**config.mk**
```make
export PLATFORM = sky130hd
export DESIGN_NAME = serial_shift_store_register
export DESIGN_NICKNAME = d
export VERILOG_FILES = /design/src/shared/shift_store_pkg.sv /design/src/design/word_fifo.sv /design/src/design/serial_shift_store_register.sv
export VERILOG_INCLUDE_DIRS = /design/src /design/src/shared
export SDC_FILE = /design/constraint.sdc
export NUM_CORES = 1
export LEC_CHECK = 0
export ABC_AREA = 1
export BUFFER_PORTS_ARGS = -buffer_cell sky130_fd_sc_hd__buf_2
export CAP_MARGIN = 20
export CORE_MARGIN = 2
export CORE_UTILIZATION = 54
export DETAILED_ROUTE_END_ITERATION = 10
export PLACE_DENSITY = 0.78
export RECOVER_POWER = 25
export SETUP_SLACK_MARGIN = 0.15
export SKIP_LAST_GASP = 1
export SLEW_MARGIN = 20
export SYNTH_ARGS = -nofsm -noshare
export SYNTH_HDL_FRONTEND = slang
export SYNTH_HIERARCHICAL = 1
export SYNTH_SLANG_ARGS = --single-unit
```
**constraint.sdc**
```tcl
create_clock -name clk_sys_i -period 2.3 [get_ports clk_sys_i]
set_input_delay 0.115 -clock clk_sys_i [delete_from_list [all_inputs] [get_ports clk_sys_i]]
set_output_delay 0.115 -clock clk_sys_i [all_outputs]
set_load 0.05 [all_outputs]
```
**src/shared/shift_store_regs.svh**
```systemverilog
`ifndef SHIFT_STORE_REGS_SVH
`define SHIFT_STORE_REGS_SVH
// ----------------------------------------
// Constants
// ----------------------------------------
`define STAGE_COUNT    8
`define STAGE_RESET    8'h00
`define FIFO_DEPTH     8
`define FIFO_WIDTH     8
`endif

```
**src/shared/shift_store_pkg.sv**
```systemverilog
`include "shift_store_regs.svh"
package shift_store_pkg;
   typedef logic [`STAGE_COUNT-1:0] stage_vec_t;
   typedef enum logic [1:0] {clk_low, clk_high} clk_state_t;
endpackage

```
**src/design/word_fifo.sv**
```systemverilog
`timescale 1ns/10ps
`default_nettype none
module word_fifo #(
   parameter int WIDTH = 8,
   parameter int DEPTH = 8
) (
   input  wire logic             clk_sys_i,
   input  wire logic             rst_n_i,
   input  wire logic [WIDTH-1:0] in_data_i,
   input  wire logic             in_valid_i,
   output logic                  in_ready_o,
   output logic      [WIDTH-1:0] out_data_o,
   output logic                  out_valid_o,
   input  wire logic             out_ready_i
);
   localparam int AW = $clog2(DEPTH);
   logic [WIDTH-1:0] mem [DEPTH];
   logic [AW-1:0]    wr_ptr;
   logic [AW-1:0]    rd_ptr;
   logic [AW:0]      count;
   logic [AW-1:0]    next_wr_ptr;
   logic [AW-1:0]    next_rd_ptr;
   logic [AW:0]      next_count;
   logic             push;
   logic             pop;
   logic             next_out_valid;
   logic [WIDTH-1:0] next_out_data;

   // Handshake terms; head word and its valid leave from flops
   assign push        = in_valid_i && (count != (AW+1)'(DEPTH));
   assign pop         = out_valid_o && out_ready_i;
   assign in_ready_o  = (count != (AW+1)'(DEPTH));

   // Pointer next values
   always_comb begin
      next_wr_ptr = push ? ((wr_ptr == AW'(DEPTH-1)) ? '0 : wr_ptr + 1'b1) : wr_ptr;
      next_rd_ptr = pop ? ((rd_ptr == AW'(DEPTH-1)) ? '0 : rd_ptr + 1'b1) : rd_ptr;
      next_count  = count + (AW+1)'(push) - (AW+1)'(pop);
      next_out_valid = (next_count != '0);
      // Word written into an emptied buffer becomes the head at once
      next_out_data  = (push && (wr_ptr == next_rd_ptr)) ? in_data_i : mem[next_rd_ptr];
   end

   // Pointer registers
   always_ff @(posedge clk_sys_i) begin
      if (!rst_n_i) begin
         wr_ptr <= '0;
         rd_ptr <= '0;
         count  <= '0;
         out_valid_o <= 1'b0;
         out_data_o  <= '0;
      end else begin
         wr_ptr <= next_wr_ptr;
         rd_ptr <= next_rd_ptr;
         count  <= next_count;
         out_valid_o <= next_out_valid;
         out_data_o  <= next_out_data;
      end
   end

   // Storage, one flop row per entry
   genvar gi;
   generate
      for (gi = 0; gi < DEPTH; gi++) begin : g_mem
         always_ff @(posedge clk_sys_i) begin
            if (push && wr_ptr == AW'(gi)) begin
               mem[gi] <= in_data_i;
            end
         end
      end
   endgenerate
endmodule // word_fifo
`default_nettype wire

```
**src/design/serial_shift_store_register.sv**
```systemverilog
`timescale 1ns/10ps
`default_nettype none
`include "shift_store_regs.svh"
// Contract
// - Eight stages, eight-bit latch, tri-state outputs
// - Rising shift clock loads input, stages advance
// - Latch follows stages while transfer high
// - Parallel outputs float unless drive high
// - Rise output shows seventh stage on rise
// - Fall output copies last stage on fall
module serial_shift_store_register (
   input  wire logic       clk_sys_i,
   input  wire logic       rst_n_i,
   input  wire logic       shift_clock_i,
   input  wire logic       serial_in_i,
   input  wire logic       latch_transfer_i,
   input  wire logic       output_drive_i,
   output logic      [7:0] parallel_out_o,
   output logic      [7:0] parallel_out_oe_n_o,
   output logic            rise_serial_out_o,
   output logic            fall_serial_out_o,
   output logic            capture_valid_o,
   input  wire logic       capture_ready_i,
   output logic      [7:0] capture_data_o
);
   // ----------------------------------------
   // Edge detection of the shift clock
   // ----------------------------------------
   logic                       clk_prev;
   logic                       rise;
   logic                       fall;
   shift_store_pkg::stage_vec_t stages;
   shift_store_pkg::stage_vec_t next_stages;
   shift_store_pkg::stage_vec_t latch;
   shift_store_pkg::stage_vec_t next_latch;
   logic                       next_rise_out;
   logic                       next_fall_out;
   logic                       next_clk_prev;
   logic      [7:0]            next_par;
   logic      [7:0]            next_oe_n;
   logic                       fifo_in_ready;
   logic                       fifo_push;
   logic                       strobe_prev;
   logic                       next_strobe_prev;

   assign rise = shift_clock_i && !clk_prev;
   assign fall = !shift_clock_i && clk_prev;

   // ----------------------------------------
   // Shift stages, latch and serial outputs
   // ----------------------------------------
   // Next-state computation
   always_comb begin
      next_clk_prev    = shift_clock_i;
      next_stages      = stages;
      next_latch       = latch;
      next_rise_out    = rise_serial_out_o;
      next_fall_out    = fall_serial_out_o;
      next_strobe_prev = latch_transfer_i;
      if (rise) begin
         next_stages   = {stages[6:0], serial_in_i};
         next_rise_out = stages[6];
      end
      if (fall) begin
         next_fall_out = stages[7];
      end
      if (latch_transfer_i) begin
         next_latch = next_stages;
      end
      next_par  = next_latch;
      next_oe_n = {8{!output_drive_i}};
   end

   // Registers
   always_ff @(posedge clk_sys_i) begin
      if (!rst_n_i) begin
         clk_prev            <= 1'b0;
         stages              <= `STAGE_RESET;
         latch               <= `STAGE_RESET;
         rise_serial_out_o   <= 1'b0;
         fall_serial_out_o   <= 1'b0;
         parallel_out_o      <= 8'h00;
         parallel_out_oe_n_o <= 8'hFF;
         strobe_prev         <= 1'b0;
      end else begin
         clk_prev            <= next_clk_prev;
         stages              <= next_stages;
         latch               <= next_latch;
         rise_serial_out_o   <= next_rise_out;
         fall_serial_out_o   <= next_fall_out;
         parallel_out_o      <= next_par;
         parallel_out_oe_n_o <= next_oe_n;
         strobe_prev         <= next_strobe_prev;
      end
   end

   // ----------------------------------------
   // Capture FIFO: latch word on strobe fall
   // ----------------------------------------
   assign fifo_push = strobe_prev && !latch_transfer_i;

   word_fifo #(
      .WIDTH (`FIFO_WIDTH),
      .DEPTH (`FIFO_DEPTH)
   ) u_fifo (
      .clk_sys_i   (clk_sys_i),
      .rst_n_i     (rst_n_i),
      .in_data_i   (latch),
      .in_valid_i  (fifo_push),
      .in_ready_o  (fifo_in_ready),
      .out_data_o  (capture_data_o),
      .out_valid_o (capture_valid_o),
      .out_ready_i (capture_ready_i)
   );
endmodule // serial_shift_store_register
`default_nettype wire

```
==> results of run 1 <==
==> critical path, stage by stage, from the launching register on <==
cell     delay (ps)
dfxtp_1         370
ha_1            220
ha_1            210
nor2_1          260
nand2_2         100
nand3_1          80
nand2_1          80
nor2_4          270
nand2_4         140
a21oi_1         250
==> timing repair <==
action / in CTS / in global routing
hold buffers: 1 / 0
resized for setup: 0 / 4
endpoints found under the setup margin: 0 / 5
endpoints found under the hold margin: 1 / 0
==> flip-flops by register name (all words and copies together) (netlist names), 3 cells and up <==
| name | cells |
|---|---|
| u_fifo/rd_ptr | 3 |
| u_fifo/count | 4 |
| latch | 8 |
| stages | 8 |
| u_fifo/out_data_o | 8 |
| u_fifo/mem | 64 |
| u_fifo/wr_ptr | 3 |
==> metal layers <==
layer | up-vias | wire length [um] | share of wire [%]
met1 | 1665 | 4250 | 42
li1 | 1722 | - | -
met4 | 0 | 226 | 2.2
met2 | 146 | 4880 | 48
met3 | 18 | 804 | 7.9
met5 | - | 0 | 0
==> power by group through the flow <==
stage | Clock (mW) | Sequential, mW | Combinational, mW
after global routing | 1.39 | 2.22 | 1.87
final | 1.30 | 2.21 | 1.72
after CTS | 1.32 | 2.20 | 1.68
after global placement | 0 | 2.24 | 1.62
after detailed placement | 0 | 2.25 | 1.67
after floorplan | 0 | 2.47 | 1.07
==> worst paths after layout <==
path | from | to | slack (ps) | depth (start not counted)
max | u_fifo/rd_ptr[0]$_SDFF_PN0_ | u_fifo/out_data_o[0]$_SDFF_PN0_ | 230 | 9
min reg2reg | rise_serial_out_o$_SDFFE_PN0P_ | rise_serial_out_o$_SDFFE_PN0P_ | 470 | 2
min | serial_in_i | stages[0]$_SDFF_PN0_ | 20 | 3
max reg2reg | u_fifo/rd_ptr[0]$_SDFF_PN0_ | u_fifo/out_data_o[0]$_SDFF_PN0_ | 230 | 9
==> final cells by class <==
class	count	area (sq um)	area share, %
multi-input combinational	295	1580	29.8
sequential	104	2730	51.6
clock buffer	9	124	2.34
inverter	82	310	5.87
tap	108	135	2.56
timing repair buffer	50	298	5.64
clock inverter	7	114	2.16
==> metrics by stage <==
| stage | cell area (sq um) | utilization (%) |
|---|---|---|
| 2_1_floorplan | 4770 | - |
| 3_3_place_gp | 5010 | 58.3 |
| 3_5_place_dp | 5010 | 58.3 |
| 4_1_cts | 5260 | 61.2 |
| 5_1_grt | 5280 | 61.5 |
| 6_report | 5280 | 61.5 |
==> reports/qor.yml, run 1 <==
power.total_mw: 5.22
power_frac_seq_pct: 42.2
clock_latency_ps: 370
power_switching_share_pct: 37.1
path_clk_slew_ps: 110
timing.fmax_mhz: 483
skew_ps: 12.0
crit_type: "reg2reg"
via_per_inst: 5.42
htreeDepth: 3
route.detailed.drc: 0
vias: 3551
required_ps: 2580
irDropWorstVdd_mv: 0.458
cts_setup_buffers: 0
io-pin-count: 34
use_met1_pct: 30.0
hp-class: "in2reg"
grt_usage_pct: 21.9
layout_min_cycle_time_ps: 2070
place_inst: 638
dr.pass1.iters: 5
holdWs_ps: 24.2
end_kind: "flop"
grt_overflow: 0
syn_area_per_cell_sq_um: 9.34
clkPwrFrac_pct: 24.9
use_met2_pct: 34.1
rsz0062_at_grt: "yes"
nFillCells: 700
cp_max_fo: 9
use_met3_pct: 3.74
syn_nets: 526
p_comb_share_pct: 32.8
worstMarginPinSlew_ps: 858
rows: 34
setup_tns_ps: 0
drive_gt1_share_pct: 16.5
wire_per_inst_um: 15.5
grt_pass1_wl_um: 16200
dieArea_sq_um: 9500
io_buffers: 33
drt_wl_total_um: 10200
setup_violations: 0
grt_pass1_vias: 3286
netlist_area_sq_um: 4720
slew_viol_final: 0
yosysWarningCount: 6
startpoint_type: "flop"
routabilityCongestion: 0.909
final_cell_mix: "nand3_1 (102), nand2_1 (78), inv_1 (74), edfxtp_1 (64), nor2_1 (45)"
power_density_nw_per_um2: 989
worstPathArrival_ps: 2350
drt_iter0_drc: 296
clock_path_buffers: 2
max-cap-violations: 0
dp_slack_ps: 202
p_int_mw: 3.28
antenna_found_initial: 0
grt_busiest_layer: "met2"
leakage_nw: 2.34
ant_nets: 0
slew_headroom_pct: 42.8
area.growth.synth_to_final_pct: 12.0
hold_viol: 0
initial_utilization_pct: 54.9
final_common_cell: "nand3_1"
die_width_um: 97.5
grt_max_degree: 25
place_hpwl_um: 6570
layout_setup_ws_ps: 230
period_share_pct: 90.0
cts.sinks: 104
cts_made_buffers: 9
cts_tree: "yes"
fin_cells: 655
synth_cells: 505
die_h_um: 97.5
p_sw_mw: 1.94
nets: 563
antenna_cells: 0
core_area_sq_um: 8590
root_buffer: "clkbuf_8"
status: "completed"
(Power assumes the default switching activity.)
==> inputs of run 2 (changes only) <==
ABC_AREA = 0   (was 1)
PLACE_DENSITY = 0.79   (was 0.78)
==> reports/qor.yml, run 2 <==
status: "complete, but fails checks"
violations: "setup timing"
grt_max_degree: 40  # +60%
leakage_nw: 2.06  # -12%
setup_violations: 1  # +1
startpoint_type: "flop"
ys_ff_latch: 104
syn_nets: 400  # -24%
top_register: "u_fifo/mem"
nets: 442  # -21%
rows: 33  # -2.9%
worstPathArrival_ps: 2670  # +320 ps
cp_slowest_cell: "or4_1"
synth.area.top_cells: "edfxtp_1 (42%), dfxtp_1 (17%), mux2i_1 (7.6%)"
synthFlopType: "edfxtp_1"
fin_area_sq_um: 5190  # -1.7%
largest_reg_flops: 64  # unchanged
core_area_sq_um: 8260  # -3.9%
root_buffer: "clkbuf_8"
fin_cells: 531  # -19%
max-cap-violations: 0  # unchanged
wire_per_inst_um: 17.4  # +12%
yosysWarningCount: 6  # unchanged
cp_max_fo: 2  # -7
synth_commonest_cells: "edfxtp_1 (64), dfxtp_1 (40), mux2i_1 (35)"
grt_pass1_vias: 2896  # -12%
htreeDepth: 3  # unchanged
min_from: "serial_in_i"
layout_min_cycle_time_ps: 2440  # +369 ps
synth_top_area_share_pct: 41.6
via_per_inst: 5.85  # +8.0%
drive_gt1_share_pct: 22.5  # +6.1 points
grt_usage_pct: 20.6  # -1.3 points
placed_cell_area_sq_um: 4930  # -1.6%
timing.fmax_mhz: 410  # -15%
clock_latency_ps: 360  # about the same
critPathMaxStageDelay_ps: 530  # +160 ps
path_cells: "inv_2 -> ha_4 -> nand2_4 -> and2_4 -> inv_6 -> ha_4 -> inv_2 -> ha_4 -> inv_2 -> fa_2 -> xnor2_1 -> and2_1 -> or4_1"
io_buffers: 33  # unchanged
die_width_um: 96.5  # -0.97%
async_flop_share_pct: 0
ant_nets: 0  # unchanged
power.total_mw: 4.84  # -7.4%
dieArea_sq_um: 9310  # -1.9%
syn_area_per_cell_sq_um: 12.2  # +31%
drt_wl_total_um: 9230  # -9.2%
ys_seq_area_share_pct: 58.9
drt_iter0_drc: 223  # -25%
place_inst: 511  # -20%
required_ps: 2540  # -40 ps
slew_viol_final: 0  # unchanged
final_cell_mix: "edfxtp_1 (64), dfxtp_1 (37), mux2i_1 (35), buf_2 (32), nand2_1 (31)"
cts_made_buffers: 9  # unchanged
irDropWorstVdd_mv: 0.446  # -2.5%
area.growth.synth_to_final_pct: 12.4
cts_tree: "yes"
yosysTopAreaCell: "edfxtp_1"
crit_type: "reg2reg"
r2r-start: "u_fifo/count[2]$_SDFF_PN0_"
synth_cells: 379  # -25%
antenna_cells: 0  # unchanged
skew_ps: 11.8  # -0.267 ps
worstMarginPinSlew_ps: 610  # -248 ps
end_kind: "flop"
synthDistinctLibCells: 49
initial_utilization_pct: 56.0  # +1.1 points
clock_path_buffers: 2  # unchanged
routabilityCongestion: 0.803  # -12%
grt_pass1_wl_um: 14300  # -12%
vias: 3108  # -12%
period_share_pct: 106  # +16 points
hold_viol: 0  # unchanged
route.detailed.drc: 0  # unchanged
slew_headroom_pct: 59.3  # +17 points
antenna_found_initial: 0  # unchanged
path_clk_slew_ps: 100  # about the same
power_density_nw_per_um2: 932  # -5.8%
cts.sinks: 104  # unchanged
crit_start: "u_fifo/count[2]$_SDFF_PN0_"
grt_overflow: 0  # unchanged
final_common_cell: "edfxtp_1"
dr.pass1.iters: 5  # unchanged
io-pin-count: 34  # unchanged
synth.most_common_cell: "edfxtp_1"
hp-class: "in2reg"
die_h_um: 96.5  # -0.97%
dp_slack_ps: -135  # -337 ps
netlist_area_sq_um: 4620  # -2.0%
place_hpwl_um: 6090  # -7.2%
layout_setup_ws_ps: -139  # -369 ps
rsz0062_at_grt: "yes"
synth_edf_count: 64
==> run 2: what timing repair did <==
item                                   in CTS  in global routing
gates resized for setup                     0                 10
setup endpoints to repair                   1                  9
buffers inserted                            0                  2
pin swaps                                   0                  3
hold buffers                                2                  0
endpoints found under the hold margin       2                  0
==> run 2: cells by family after synthesis <==
group                      count (synthesis)  synth area share, %
buffers and inverters                     37                 4.87
xor gates and xnor gates                   5                 1.11
muxes                                     37                 8.37
AOI/OAI and AO/OA                         86                 11.8
DFF                                      104                 58.9
and+or+nand+nor                           96                 11.0
adders and majority gates                 14                 3.95
==> run 2: area by class of cell <==
cell class,count,area [sq um]
Timing Repair Buffer,57,360
Inverter,11,48.8
Fill cell,647,3060
Sequential cell,104,2730
Clock buffer,9,124
Clock inverter,7,70.1
Multi-Input combinational cell,238,1730
Tap cell,105,131
==> run 2: power breakdown <==
part           switching [mW]  leakage (nW)  internal (mW)
Combinational           0.931          1.05          0.623
Sequential             0.0766         0.917           2.10
Clock                   0.604         0.101          0.506
Total                    1.61          2.06           3.23
==> run 2: through the flow <==
stage          hold slack (ps)  utilization [%]  TNS (ps)
2_1_floorplan              177                -      -153
3_3_place_gp               278             59.7     -44.5
3_5_place_dp               287             59.7      -135
4_1_cts                   59.8             62.3      -146
5_1_grt                    103             62.9      -219
6_report                  78.9             62.9      -139
==> run 2: final timing paths <==
| path | end | slack [ps] | cells past startpoint |
|---|---|---|---|
| setup / recovery | u_fifo/out_valid_o$_SDFF_PN0_ | -140 | 13 |
| setup reg to reg | u_fifo/out_valid_o$_SDFF_PN0_ | -140 | 13 |
| hold reg to reg | rise_serial_out_o$_SDFFE_PN0P_ | 520 | 2 |
| hold / removal | stages[0]$_SDFF_PN0_ | 80 | 3 |
==> run 2: routing by layer <==
layer,vias up,wire (um),track usage [%]
met5,-,0,0
met4,0,102,6.69
met3,17,574,2.95
met2,119,4600,34.7
met1,1508,3950,27.5
li1,1464,-,-
==> run 2: worst max-delay path: cells and delay by family, from the launching register on <==
kind / cells / cell delay [ps]
flip-flops: 1 / 320
buffers and inverters: 4 / 200
XOR/XNOR: 1 / 120
adder cells (fa/ha/maj): 4 / 770
AND/OR/NAND/NOR: 4 / 890
